<file path="src/fppc_consts.svh">
/*
 flash pin protect control: offsets, field positions, codes and reset values.
 assumes inclusion by the package and the top module only.
*/
`ifndef FPPC_CONSTS_SVH
`define FPPC_CONSTS_SVH

`define FPPC_START_CODE 4'h0
`define FPPC_CYC_MEM 2'h1
`define FPPC_TAR_NIBBLE 4'hf
`define FPPC_SYNC_READY 4'h0
`define FPPC_ADDR_LAST 3'h7
`define FPPC_DATA_LAST 3'h1
`define FPPC_ID_LSB 23
`define FPPC_ID_MSB 26
`define FPPC_REG_SPACE_BIT 22
`define FPPC_BLK_LSB 16
`define FPPC_BLK_MSB 18
`define FPPC_BOOT_BLOCK 3'h7
`define FPPC_BOOT_ID 4'h0
`define FPPC_GPI_OFS_MSB 7
`define FPPC_GPI_OFS 8'h80
`define FPPC_ROW_BITS 11
`define FPPC_COL_BITS 8
`define FPPC_RST_ADDR 32'h0000_0000
`define FPPC_RST_BYTE 8'h00

`endif

</file>
<file path="src/fppc_pkg.sv">
/*
 flash pin protect control: shared types.
 assumes fppc_consts.svh sits in the same folder.
*/
`include "fppc_consts.svh"

package fppc_pkg;

   typedef enum logic [3:0] {
      FPPC_S_IDLE, FPPC_S_TYPE, FPPC_S_ADDR, FPPC_S_WDATA, FPPC_S_TAR0,
      FPPC_S_TAR1, FPPC_S_SYNC, FPPC_S_RDATA, FPPC_S_TARE0, FPPC_S_TARE1
   } fppc_state_t;

   // request handed to the array core
   typedef struct packed {
      logic [18:0] addr;
      logic [7:0] data;
   } fppc_mem_req_t;

   // one direction of the four-bit bus as the device drives it
   typedef struct packed {
      logic [3:0] data;
      logic oe;
   } fppc_lad_drv_t;

endpackage

</file>
<file path="src/fppc_ctrl.sv">
/*
 flash pin protect control: bus cycle framing, hardware write protection,
 merged reset, strap capture and general input readback, multiplexed address
 latching and ready/busy. assumes an array core that answers reads one
 cycle after mem_rd_req and reports core_busy while programming.
*/
// Overview of operation
// - either reset input low resets the whole device
// - four-bit identity strap selects device; strap 0000 marks the boot device
// - five general input levels are readable by the host through a register
// - top-block lock low refuses every boot block program or erase
// - top-block lock high permits every boot block program or erase
// - array protect low refuses writes to all but the highest block
// - frame asserted marks the start of a new bus cycle
// - frame asserted mid-cycle aborts the cycle in progress
// - row/column select says whether address pins carry row or column
// - ready/busy shows a running internal write, valid in programmer mode
// - bus mode moves addresses, commands and data over four bus lines
// - interface select high gives programmer mode, fixed at reset exit
// - abort ends only the bus cycle; internal write runs until reset
`timescale 1ns/10ps
`include "fppc_consts.svh"

module fppc_ctrl
(
   // clock and resets
   input wire logic mclk,
   input wire logic reset_n,
   input wire logic init_n,
   // straps and board inputs
   input wire logic mode_sel,
   input wire logic [3:0] chip_identity_strap,
   input wire logic [4:0] general_input_pins,
   input wire logic top_block_lock_in,
   input wire logic write_protect_n,
   // four-bit bus
   input wire logic frame_n,
   input wire logic [3:0] lad_in,
   output fppc_pkg::fppc_lad_drv_t lad_drv,
   // multiplexed programmer pins
   input wire logic row_col_sel,
   input wire logic [10:0] mux_addr_pins,
   output logic [18:0] mux_addr,
   output logic ready_busy,
   // array core side
   output fppc_pkg::fppc_mem_req_t mem_req,
   output logic mem_rd_req,
   input wire logic [7:0] mem_rdata,
   output logic prog_req,
   output logic write_refused,
   input wire logic core_busy,
   output logic core_reset_n,
   output logic boot_device,
   output logic mux_mode
);
   import fppc_pkg::*;

   logic [1:0] rst_pipe;
   logic rst_n;
   logic rst_in_n;
   logic captured;
   logic [3:0] strap;
   fppc_state_t state;
   fppc_state_t next_state;
   logic [2:0] nib;
   logic is_write;
   logic [31:0] addr;
   logic [31:0] next_addr;
   logic [7:0] wdata;
   logic [7:0] rdata;
   logic selected;
   logic reg_space;
   logic boot_hit;
   logic permitted;
   fppc_lad_drv_t next_lad;

   assign rst_in_n = reset_n & init_n;
   always_ff @(posedge mclk or negedge rst_in_n)
   begin
      if (!rst_in_n)
         rst_pipe <= 2'h0;
      else
         rst_pipe <= {rst_pipe[0], 1'b1};
   end
   assign rst_n = rst_pipe[1];
   // core program/erase stops only on reset
   assign core_reset_n = rst_n;

   // mode and strap caught once after release
   always_ff @(posedge mclk or negedge rst_n)
   begin
      if (!rst_n)
      begin
         captured <= 1'b0;
         mux_mode <= 1'b0;
         strap <= 4'h0;
      end
      else if (!captured)
      begin
         captured <= 1'b1;
         mux_mode <= mode_sel;
         strap <= chip_identity_strap;
      end
   end

   always_ff @(posedge mclk or negedge rst_n)
   begin
      if (!rst_n)
         boot_device <= 1'b0;
      else
         boot_device <= captured && (strap == `FPPC_BOOT_ID);
   end

   assign next_addr = {addr[27:0], lad_in};
   // cycle claimed only when the address carries our identity
   assign selected = captured &&
      (next_addr[`FPPC_ID_MSB:`FPPC_ID_LSB] == strap);
   assign reg_space = addr[`FPPC_REG_SPACE_BIT];
   assign boot_hit = (addr[`FPPC_BLK_MSB:`FPPC_BLK_LSB] == `FPPC_BOOT_BLOCK);
   assign permitted = boot_hit ? top_block_lock_in : write_protect_n;

   always_comb
   begin
      next_state = state;
      if (mux_mode || !captured)
         next_state = FPPC_S_IDLE;
      // frame low restarts; only the last start nibble counts
      else if (!frame_n)
         next_state = (lad_in == `FPPC_START_CODE) ? FPPC_S_TYPE :
            FPPC_S_IDLE;
      else
         unique case (state)
            FPPC_S_IDLE: next_state = FPPC_S_IDLE;
            FPPC_S_TYPE:
               next_state = (lad_in[3:2] == `FPPC_CYC_MEM) ? FPPC_S_ADDR :
                  FPPC_S_IDLE;
            FPPC_S_ADDR:
               if (nib == `FPPC_ADDR_LAST)
                  next_state = !selected ? FPPC_S_IDLE :
                     (is_write ? FPPC_S_WDATA : FPPC_S_TAR0);
            FPPC_S_WDATA:
               if (nib == `FPPC_DATA_LAST)
                  next_state = FPPC_S_TAR0;
            FPPC_S_TAR0: next_state = FPPC_S_TAR1;
            FPPC_S_TAR1: next_state = FPPC_S_SYNC;
            FPPC_S_SYNC:
               next_state = is_write ? FPPC_S_TARE0 : FPPC_S_RDATA;
            FPPC_S_RDATA:
               if (nib == `FPPC_DATA_LAST)
                  next_state = FPPC_S_TARE0;
            FPPC_S_TARE0: next_state = FPPC_S_TARE1;
            FPPC_S_TARE1: next_state = FPPC_S_IDLE;
         endcase
   end

   always_ff @(posedge mclk or negedge rst_n)
   begin
      if (!rst_n)
      begin
         state <= FPPC_S_IDLE;
         nib <= 3'h0;
      end
      else
      begin
         state <= next_state;
         nib <= (next_state == state) ? nib + 3'h1 : 3'h0;
      end
   end

   // address, type and write data collected from the bus lines
   always_ff @(posedge mclk or negedge rst_n)
   begin
      if (!rst_n)
      begin
         is_write <= 1'b0;
         addr <= `FPPC_RST_ADDR;
         wdata <= `FPPC_RST_BYTE;
      end
      else
      begin
         if (state == FPPC_S_TYPE)
            is_write <= lad_in[1];
         if (state == FPPC_S_ADDR)
            addr <= next_addr;
         // data arrives low nibble first
         if (state == FPPC_S_WDATA && nib == 3'h0)
            wdata[3:0] <= lad_in;
         if (state == FPPC_S_WDATA && nib == `FPPC_DATA_LAST)
            wdata[7:4] <= lad_in;
      end
   end

   // refused writes raise no program request
   always_ff @(posedge mclk or negedge rst_n)
   begin
      if (!rst_n)
      begin
         prog_req <= 1'b0;
         write_refused <= 1'b0;
         mem_rd_req <= 1'b0;
         mem_req <= '0;
      end
      else
      begin
         prog_req <= (state == FPPC_S_WDATA) && (next_state == FPPC_S_TAR0) &&
            !reg_space && permitted;
         write_refused <= (state == FPPC_S_WDATA) &&
            (next_state == FPPC_S_TAR0) && !reg_space && !permitted;
         // reads reach TAR0 straight from the last address nibble
         mem_rd_req <= (next_state == FPPC_S_TAR0) && !is_write &&
            !next_addr[`FPPC_REG_SPACE_BIT];
         if (next_state == FPPC_S_TAR0)
         begin
            mem_req.addr <= (state == FPPC_S_ADDR) ? next_addr[18:0] :
               addr[18:0];
            mem_req.data <= {lad_in, wdata[3:0]};
         end
      end
   end

   // general inputs sampled inside the read cycle itself
   always_ff @(posedge mclk or negedge rst_n)
   begin
      if (!rst_n)
         rdata <= `FPPC_RST_BYTE;
      else if (state == FPPC_S_TAR1)
      begin
         if (reg_space && addr[`FPPC_GPI_OFS_MSB:0] == `FPPC_GPI_OFS)
            rdata <= {3'h0, general_input_pins};
         else if (reg_space)
            rdata <= `FPPC_RST_BYTE;
         else
            rdata <= mem_rdata;
      end
   end

   // bus drive chosen from next state so outputs come from flops
   always_comb
   begin
      next_lad.oe = 1'b1;
      next_lad.data = `FPPC_TAR_NIBBLE;
      unique case (next_state)
         FPPC_S_TAR1, FPPC_S_TARE0: next_lad.data = `FPPC_TAR_NIBBLE;
         FPPC_S_SYNC: next_lad.data = `FPPC_SYNC_READY;
         FPPC_S_RDATA:
            next_lad.data = (state == FPPC_S_SYNC) ? rdata[3:0] : rdata[7:4];
         default: next_lad.oe = 1'b0;
      endcase
   end

   always_ff @(posedge mclk or negedge rst_n)
   begin
      if (!rst_n)
         lad_drv <= '0;
      else
         lad_drv <= next_lad;
   end

   // row while select high, column while low; column is the top part
   always_ff @(posedge mclk or negedge rst_n)
   begin
      if (!rst_n)
         mux_addr <= 19'h0_0000;
      else if (mux_mode && row_col_sel)
         mux_addr[`FPPC_ROW_BITS-1:0] <= mux_addr_pins;
      else if (mux_mode)
         mux_addr[18:`FPPC_ROW_BITS] <= mux_addr_pins[`FPPC_COL_BITS-1:0];
   end

   // ready high when idle; held ready in bus mode
   always_ff @(posedge mclk or negedge rst_n)
   begin
      if (!rst_n)
         ready_busy <= 1'b1;
      else
         ready_busy <= !(mux_mode && core_busy);
   end
endmodule // fppc_ctrl

</file>
<file path="config.mk">
export PLATFORM = sky130hd
export DESIGN_NAME = fppc_ctrl
export DESIGN_NICKNAME = d
export VERILOG_FILES = /design/src/fppc_pkg.sv /design/src/fppc_ctrl.sv
export VERILOG_INCLUDE_DIRS = /design/src
export SDC_FILE = /design/constraint.sdc
export NUM_CORES = 1
export LEC_CHECK = 0
export ABC_AREA = 1
export BUFFER_PORTS_ARGS = -buffer_cell sky130_fd_sc_hd__buf_4
export CAP_MARGIN = 5
export CELL_PAD_IN_SITES_DETAIL_PLACEMENT = 1
export CELL_PAD_IN_SITES_GLOBAL_PLACEMENT = 1
export CORE_AREA = 4 4 109 111
export CTS_BUF_LIST = sky130_fd_sc_hd__clkbuf_4 sky130_fd_sc_hd__clkbuf_8
export CTS_CLUSTER_DIAMETER = 60
export DETAILED_ROUTE_END_ITERATION = 12
export DIE_AREA = 0 0 113 115
export PLACE_DENSITY = 0.83
export SKIP_LAST_GASP = 1
export SLEW_MARGIN = 20
export SYNTH_ARGS = -nofsm -noshare
export SYNTH_HDL_FRONTEND = slang
export SYNTH_SLANG_ARGS = --single-unit
</file>
<file path="constraint.sdc">
create_clock -name mclk -period 4.52 [get_ports mclk]
set_clock_uncertainty 0.1 [all_clocks]
set_input_delay 0.678 -clock mclk [delete_from_list [all_inputs] [get_ports mclk]]
set_output_delay 0.678 -clock mclk [all_outputs]
set_load 0.005 [all_outputs]
</file>
; ---- After elaboration in Yosys (flattened, before gate mapping)
; Index checks and enable logic that the tools add are counted.
[totals]
register_bits = 107
in_bits = 41
out_inout_bits = 58
wordCells = 90
[classes]
add_sub_neg = 1
n_eq_ne = 21
n_mux = 19
bitwise_logic = 2
reduce_logical = 26
[ops]
columns = operator, n
row1 = one-hot mux 4 bit (9 select lines), 1
row2 = "equality test 4 x 3 -> 1 bit, second input constant", 8
row3 = 2-to-1 mux 4 bit, 7
row4 = 2-to-1 mux 19 bit, 1
row5 = 2-to-1 mux 8 bit, 2
row6 = "equality test 4 bit, second input constant", 3
row7 = logical AND 1 bit, 12
row8 = zero test 4 bit, 3
row9 = 2-to-1 mux 3 bit, 3
row10 = "equality test 4 x 2 -> 1 bit, second input constant", 2
row11 = equality test 4 bit, 2
row12 = "equality test 8 bit, second input constant", 1
row13 = one-hot mux 4 bit (2 select lines), 1
row14 = "equality test 3 bit, second input constant", 2
row15 = zero test 1 bit, 6
row16 = "equality test 4 x 1 -> 1 bit, second input constant", 1
row17 = OR reduction 4 bit, 1
row18 = "adder 3 x 1 -> 3 bit, second input constant", 1
row19 = "equality test 3 x 1 -> 1 bit, second input constant", 1
row20 = zero test 3 bit, 1
row21 = 2-to-1 mux 1 bit, 3
row22 = "equality test 2 x 1 -> 1 bit, second input constant", 1
row23 = 2-to-1 mux 2 bit, 1
row24 = AND reduction 2 bit, 1
row25 = other kinds (4), 4

; ---- Longest topological paths before layout
[logic_depth]
depth_word = 11
mapped_depth = 14
mapped_depth_nobuf = 14

; ---- Least setup slack after synthesis
; Ideal clock, no wire load.
[synth_timing]
path_kind = register to output
startpoint = register rst_pipe[1]
endpoint = output core_reset_n
arrival_time_ns = 2.587
required_time_ns = 3.742
slack_ns = 1.155
path_stages_with_launch = 1
path_cell_list = dfrtp_1
[synth_lines]
columns = element, line
row1 = from (decl), fppc_ctrl.sv:58  ; logic [1:0] rst_pipe;
row2 = from (signal assigned), fppc_ctrl.sv:83  ; rst_pipe <= {rst_pipe[0], 1'b1};
row3 = to (decl), fppc_ctrl.sv:52  ; output logic core_reset_n,
; No word-level cell between the ends.

; ---- Final worst setup path
[layout_timing]
startpoint = register state[2]
endpoint = register nib[2]
[layout_via]
elab_chain_cells = 7
word_cells_on_any_way = 19
[layout_lines]
columns = element, line
row1 = from (decl), fppc_ctrl.sv:63  ; fppc_state_t state;
row2 = from (signal assigned), fppc_ctrl.sv:165  ; state <= next_state;
row3 = equality test 4 bit or zero test 4 bit (tied branches), fppc_ctrl.sv:132  ; unique case (state)
row4 = OR reduction 2 bit (no line), --
row5 = one-hot mux 4 bit (9 select lines), fppc_ctrl.sv:132
row6 = 2-to-1 mux 4 bit, fppc_ctrl.sv:128  ; else if (!frame_n)
row7 = 2-to-1 mux 4 bit, fppc_ctrl.sv:125  ; if (mux_mode || !captured)
row8 = equality test 4 bit (*), fppc_ctrl.sv:166  ; nib <= (next_state == state) ? nib + 3'h1 : 3'h0;
row9 = 2-to-1 mux 3 bit (*), fppc_ctrl.sv:166
row10 = to (signal assigned), fppc_ctrl.sv:166
row11 = to (decl), fppc_ctrl.sv:65  ; logic [2:0] nib;
; Mark *: on every way between the ends. The rest lies on a longest branch, timed or not.
; A chain may end at the register's enable or synchronous reset.

==> reports/metrics.cfg <==
[detailed_routing]
dr.pass1.iters=4
via_per_inst=4.92
drc=0
totalWireLength_mm=11.7
wire_per_inst_um=15.4
vias=3762
ant_nets=0
drt_iter0_markers=150

[floorplanning]
die_y_um=115
start_util_pct=42.0
rows=38
die_width_um=113
core_sq_um=10800
dieArea_sq_um=13000
ios=99

[layout]
area_delta_synth_final_pct=22.7
drive_gt1_share_pct=21.6
nFillCells=1292
nets=665
regArea_sq_um=2680
final_area_sq_um=5560
multiInputGateArea_sq_um=1540
diodes=0

[sta]
max_freq_mhz=330
fin_crit_sh_pct=67.1
slew_violations=0
max_slew.worst_pin.slew_ns=0.950
hold_viol=0
rsz0062_at_grt=no
setup_tns_ns=0
finalSetupViolCount=0
fin_ws_ns=1.49
slew_headroom_pct=36.5
post-route-min-period_ns=3.03

[synth]
synth.distinct_cells=28
synth_top_cell_area_share_pct=58.5
synth_top_area_cell=dfrtp_1
ys_seq_elements=107
ys_seq_area_share_pct=59.1
postSynthAreaPerCell_sq_um=8.67
synth_area_sq_um=4530
syn_inst=523
synth_area_leaders=dfrtp_1 59%, nand2_1 17%, o21ai_0 5.6%
yosys_warnings=0

[clocking]
tritoncts=yes
numCtsBuffers=9
cts_hold_buffers=0
clockRootBuffer=clkbuf_8
clkLatencyLatePin_ns=0.37
htree_levels=3
cts_num_sinks=107
post_cts_resized=0
cts_setup_buffers=0
clock_path_buffers=2
clk_pin_slew_ns=0.10

[grt]
gr-max-usage-layer=met2
use_met3_pct=3.79
grt.total_usage_pct=19.3
grt_max_degree=66
gr-usage-met2_pct=31.8
antenna_found_initial=0
grt_use_met1_pct=26.0
grt_pass1_vias=4149
grt_overflow=0
grt_first_pass_wirelength_mm=20.4

[critical_path]
cp.arrival_ns=3.23
endpoint=nib[2]
rrSetupSlack_ns=1.49
critical_path_class=flip-flop to flip-flop
r2r-end=nib[2]
r2r_cells=10
reg2reg_from=state[2]
worstSetupEndpointType=flip-flop
cp-start-kind=flip-flop
crit_required_ns=4.72
setup.worst_path.start=state[2]
cp_max_fo=32

[power]
peakVddDrop_uv=183
power.total_mw=2.00
power_density_nw_per_um2=360
p_leak_nw=3.02

[place]
placedInstanceArea_sq_um=5370
io_buffers=98
gp_congestion=0.891
dp_hpwl_mm=8.84
dp_worst_setup_slack_ns=1.54

[worst_hold_path]
hold_class=input pin to asynchronous set/reset pin

[run_status]
status=completed

[flow_run]
maxCapViolCount=0

==> placed cells by master (no fill, tap or decap), types with 2 or more instances in the layout <==
master and count:
a21oi_1 12, buf_4 99, clkbuf_8 10, clkinv_2 2, conb_1 2, dfrtp_1 105
ha_1 4, inv_1 56, inv_2 2, mux2_2 3, nand2_1 200, nand2_2 5
nand3_1 17, nand4_1 2, nor2_1 31, nor3_1 5, o21ai_0 51, o21ai_2 4
==> routing by layer <==
layer  wire (um)  share of wire [%]
met2        5660                 48
met3         608                5.2
met4         178                1.5
met1        5300                 45
met5           0                  0
==> critical path: stages (launching register included) <==
cell and delay [ns]:
dfrtp_1 0.60, nor2_1 0.11, nand2_1 0.72, clkinv_1 0.66, nand2_1 0.22, nand2_1 0.09
nand2_1 0.11, nand2_1 0.06, nand2_1 0.05, nand3_1 0.12, nor2_1 0.12
==> final cells by class <==
cell class | instances | share of cell area, %
Tap cell | 140 | 3.15
Clock buffer | 11 | 2.61
Timing Repair Buffer | 99 | 13.4
Inverter | 60 | 4.09
Multi-Input combinational cell | 343 | 27.7
Sequential cell | 107 | 48.2
Clock inverter | 4 | 0.877
==> logic make-up (layout without fill, tap and decap cells) <==
group,Yosys count,count (layout),synth area share [%]
buffers and inverters,74,174,7.01
flip-flops,107,107,59.1
AND/OR/NAND/NOR,264,264,23.7
multiplexers,3,3,0.745
AO/OA/AOI/OAI,70,70,8.26
other,1,2,0.0827
adder cells (fa/ha/maj),4,4,1.10
==> synthesized netlist by cell type <==
cell type / n
a21oi_1: 12
a22oi_1: 1
buf_4: 2
buf_6: 4
clkbuf_1: 8
clkinv_1: 1
conb_1: 1
dfrtp_1: 106
dfstp_2: 1
ha_1: 4
inv_1: 56
inv_2: 2
inv_4: 1
mux2_2: 3
nand2_1: 200
nand2_2: 5
nand3_1: 17
nand4_1: 2
nor2_1: 31
nor2_2: 1
nor2_8: 1
nor3_1: 5
nor3_2: 1
nor3_4: 1
o21ai_0: 51
o21ai_2: 4
o31ai_1: 1
o41ai_1: 1
==> report_power, final <==
group / switching [mW] / internal, mW
logic: 0.161 / 0.122
registers: 0.0743 / 1.04
clock network: 0.328 / 0.275
==> stage by stage <==
step                hold WS, ns  instances  utilization [%]
global route             0.0716        764             51.5
floorplan                 0.231        524                -
CTS                      0.0530        764             51.5
global placement          0.239        749             49.7
finish                   0.0638        764             51.5
detailed placement        0.237        749             49.7
==> flip-flops by register name (all words and copies together) (netlist names), 3 cells and up <==
name	cells
addr	23
lad_drv	5
mem_req	27
mux_addr	19
nib	3
rdata	8
state	4
strap	4
wdata	4
==> how the worst min path moves through the flow <==
stage | startpoint | to | slack (ns) | cells past startpoint
2_1_floorplan | rst_pipe[0] | rst_pipe[1] | 0.23 | 0
3_3_place_gp | rst_pipe[1] | strap[2] | 0.24 | 0
3_5_place_dp | rst_pipe[1] | write_refused | 0.24 | 0
4_1_cts | init_n | rst_pipe[1] | 0.05 | 3
5_1_grt | init_n | rst_pipe[1] | 0.07 | 3
6_report | init_n | rst_pipe[1] | 0.06 | 3
(Power assumes the default switching activity.)
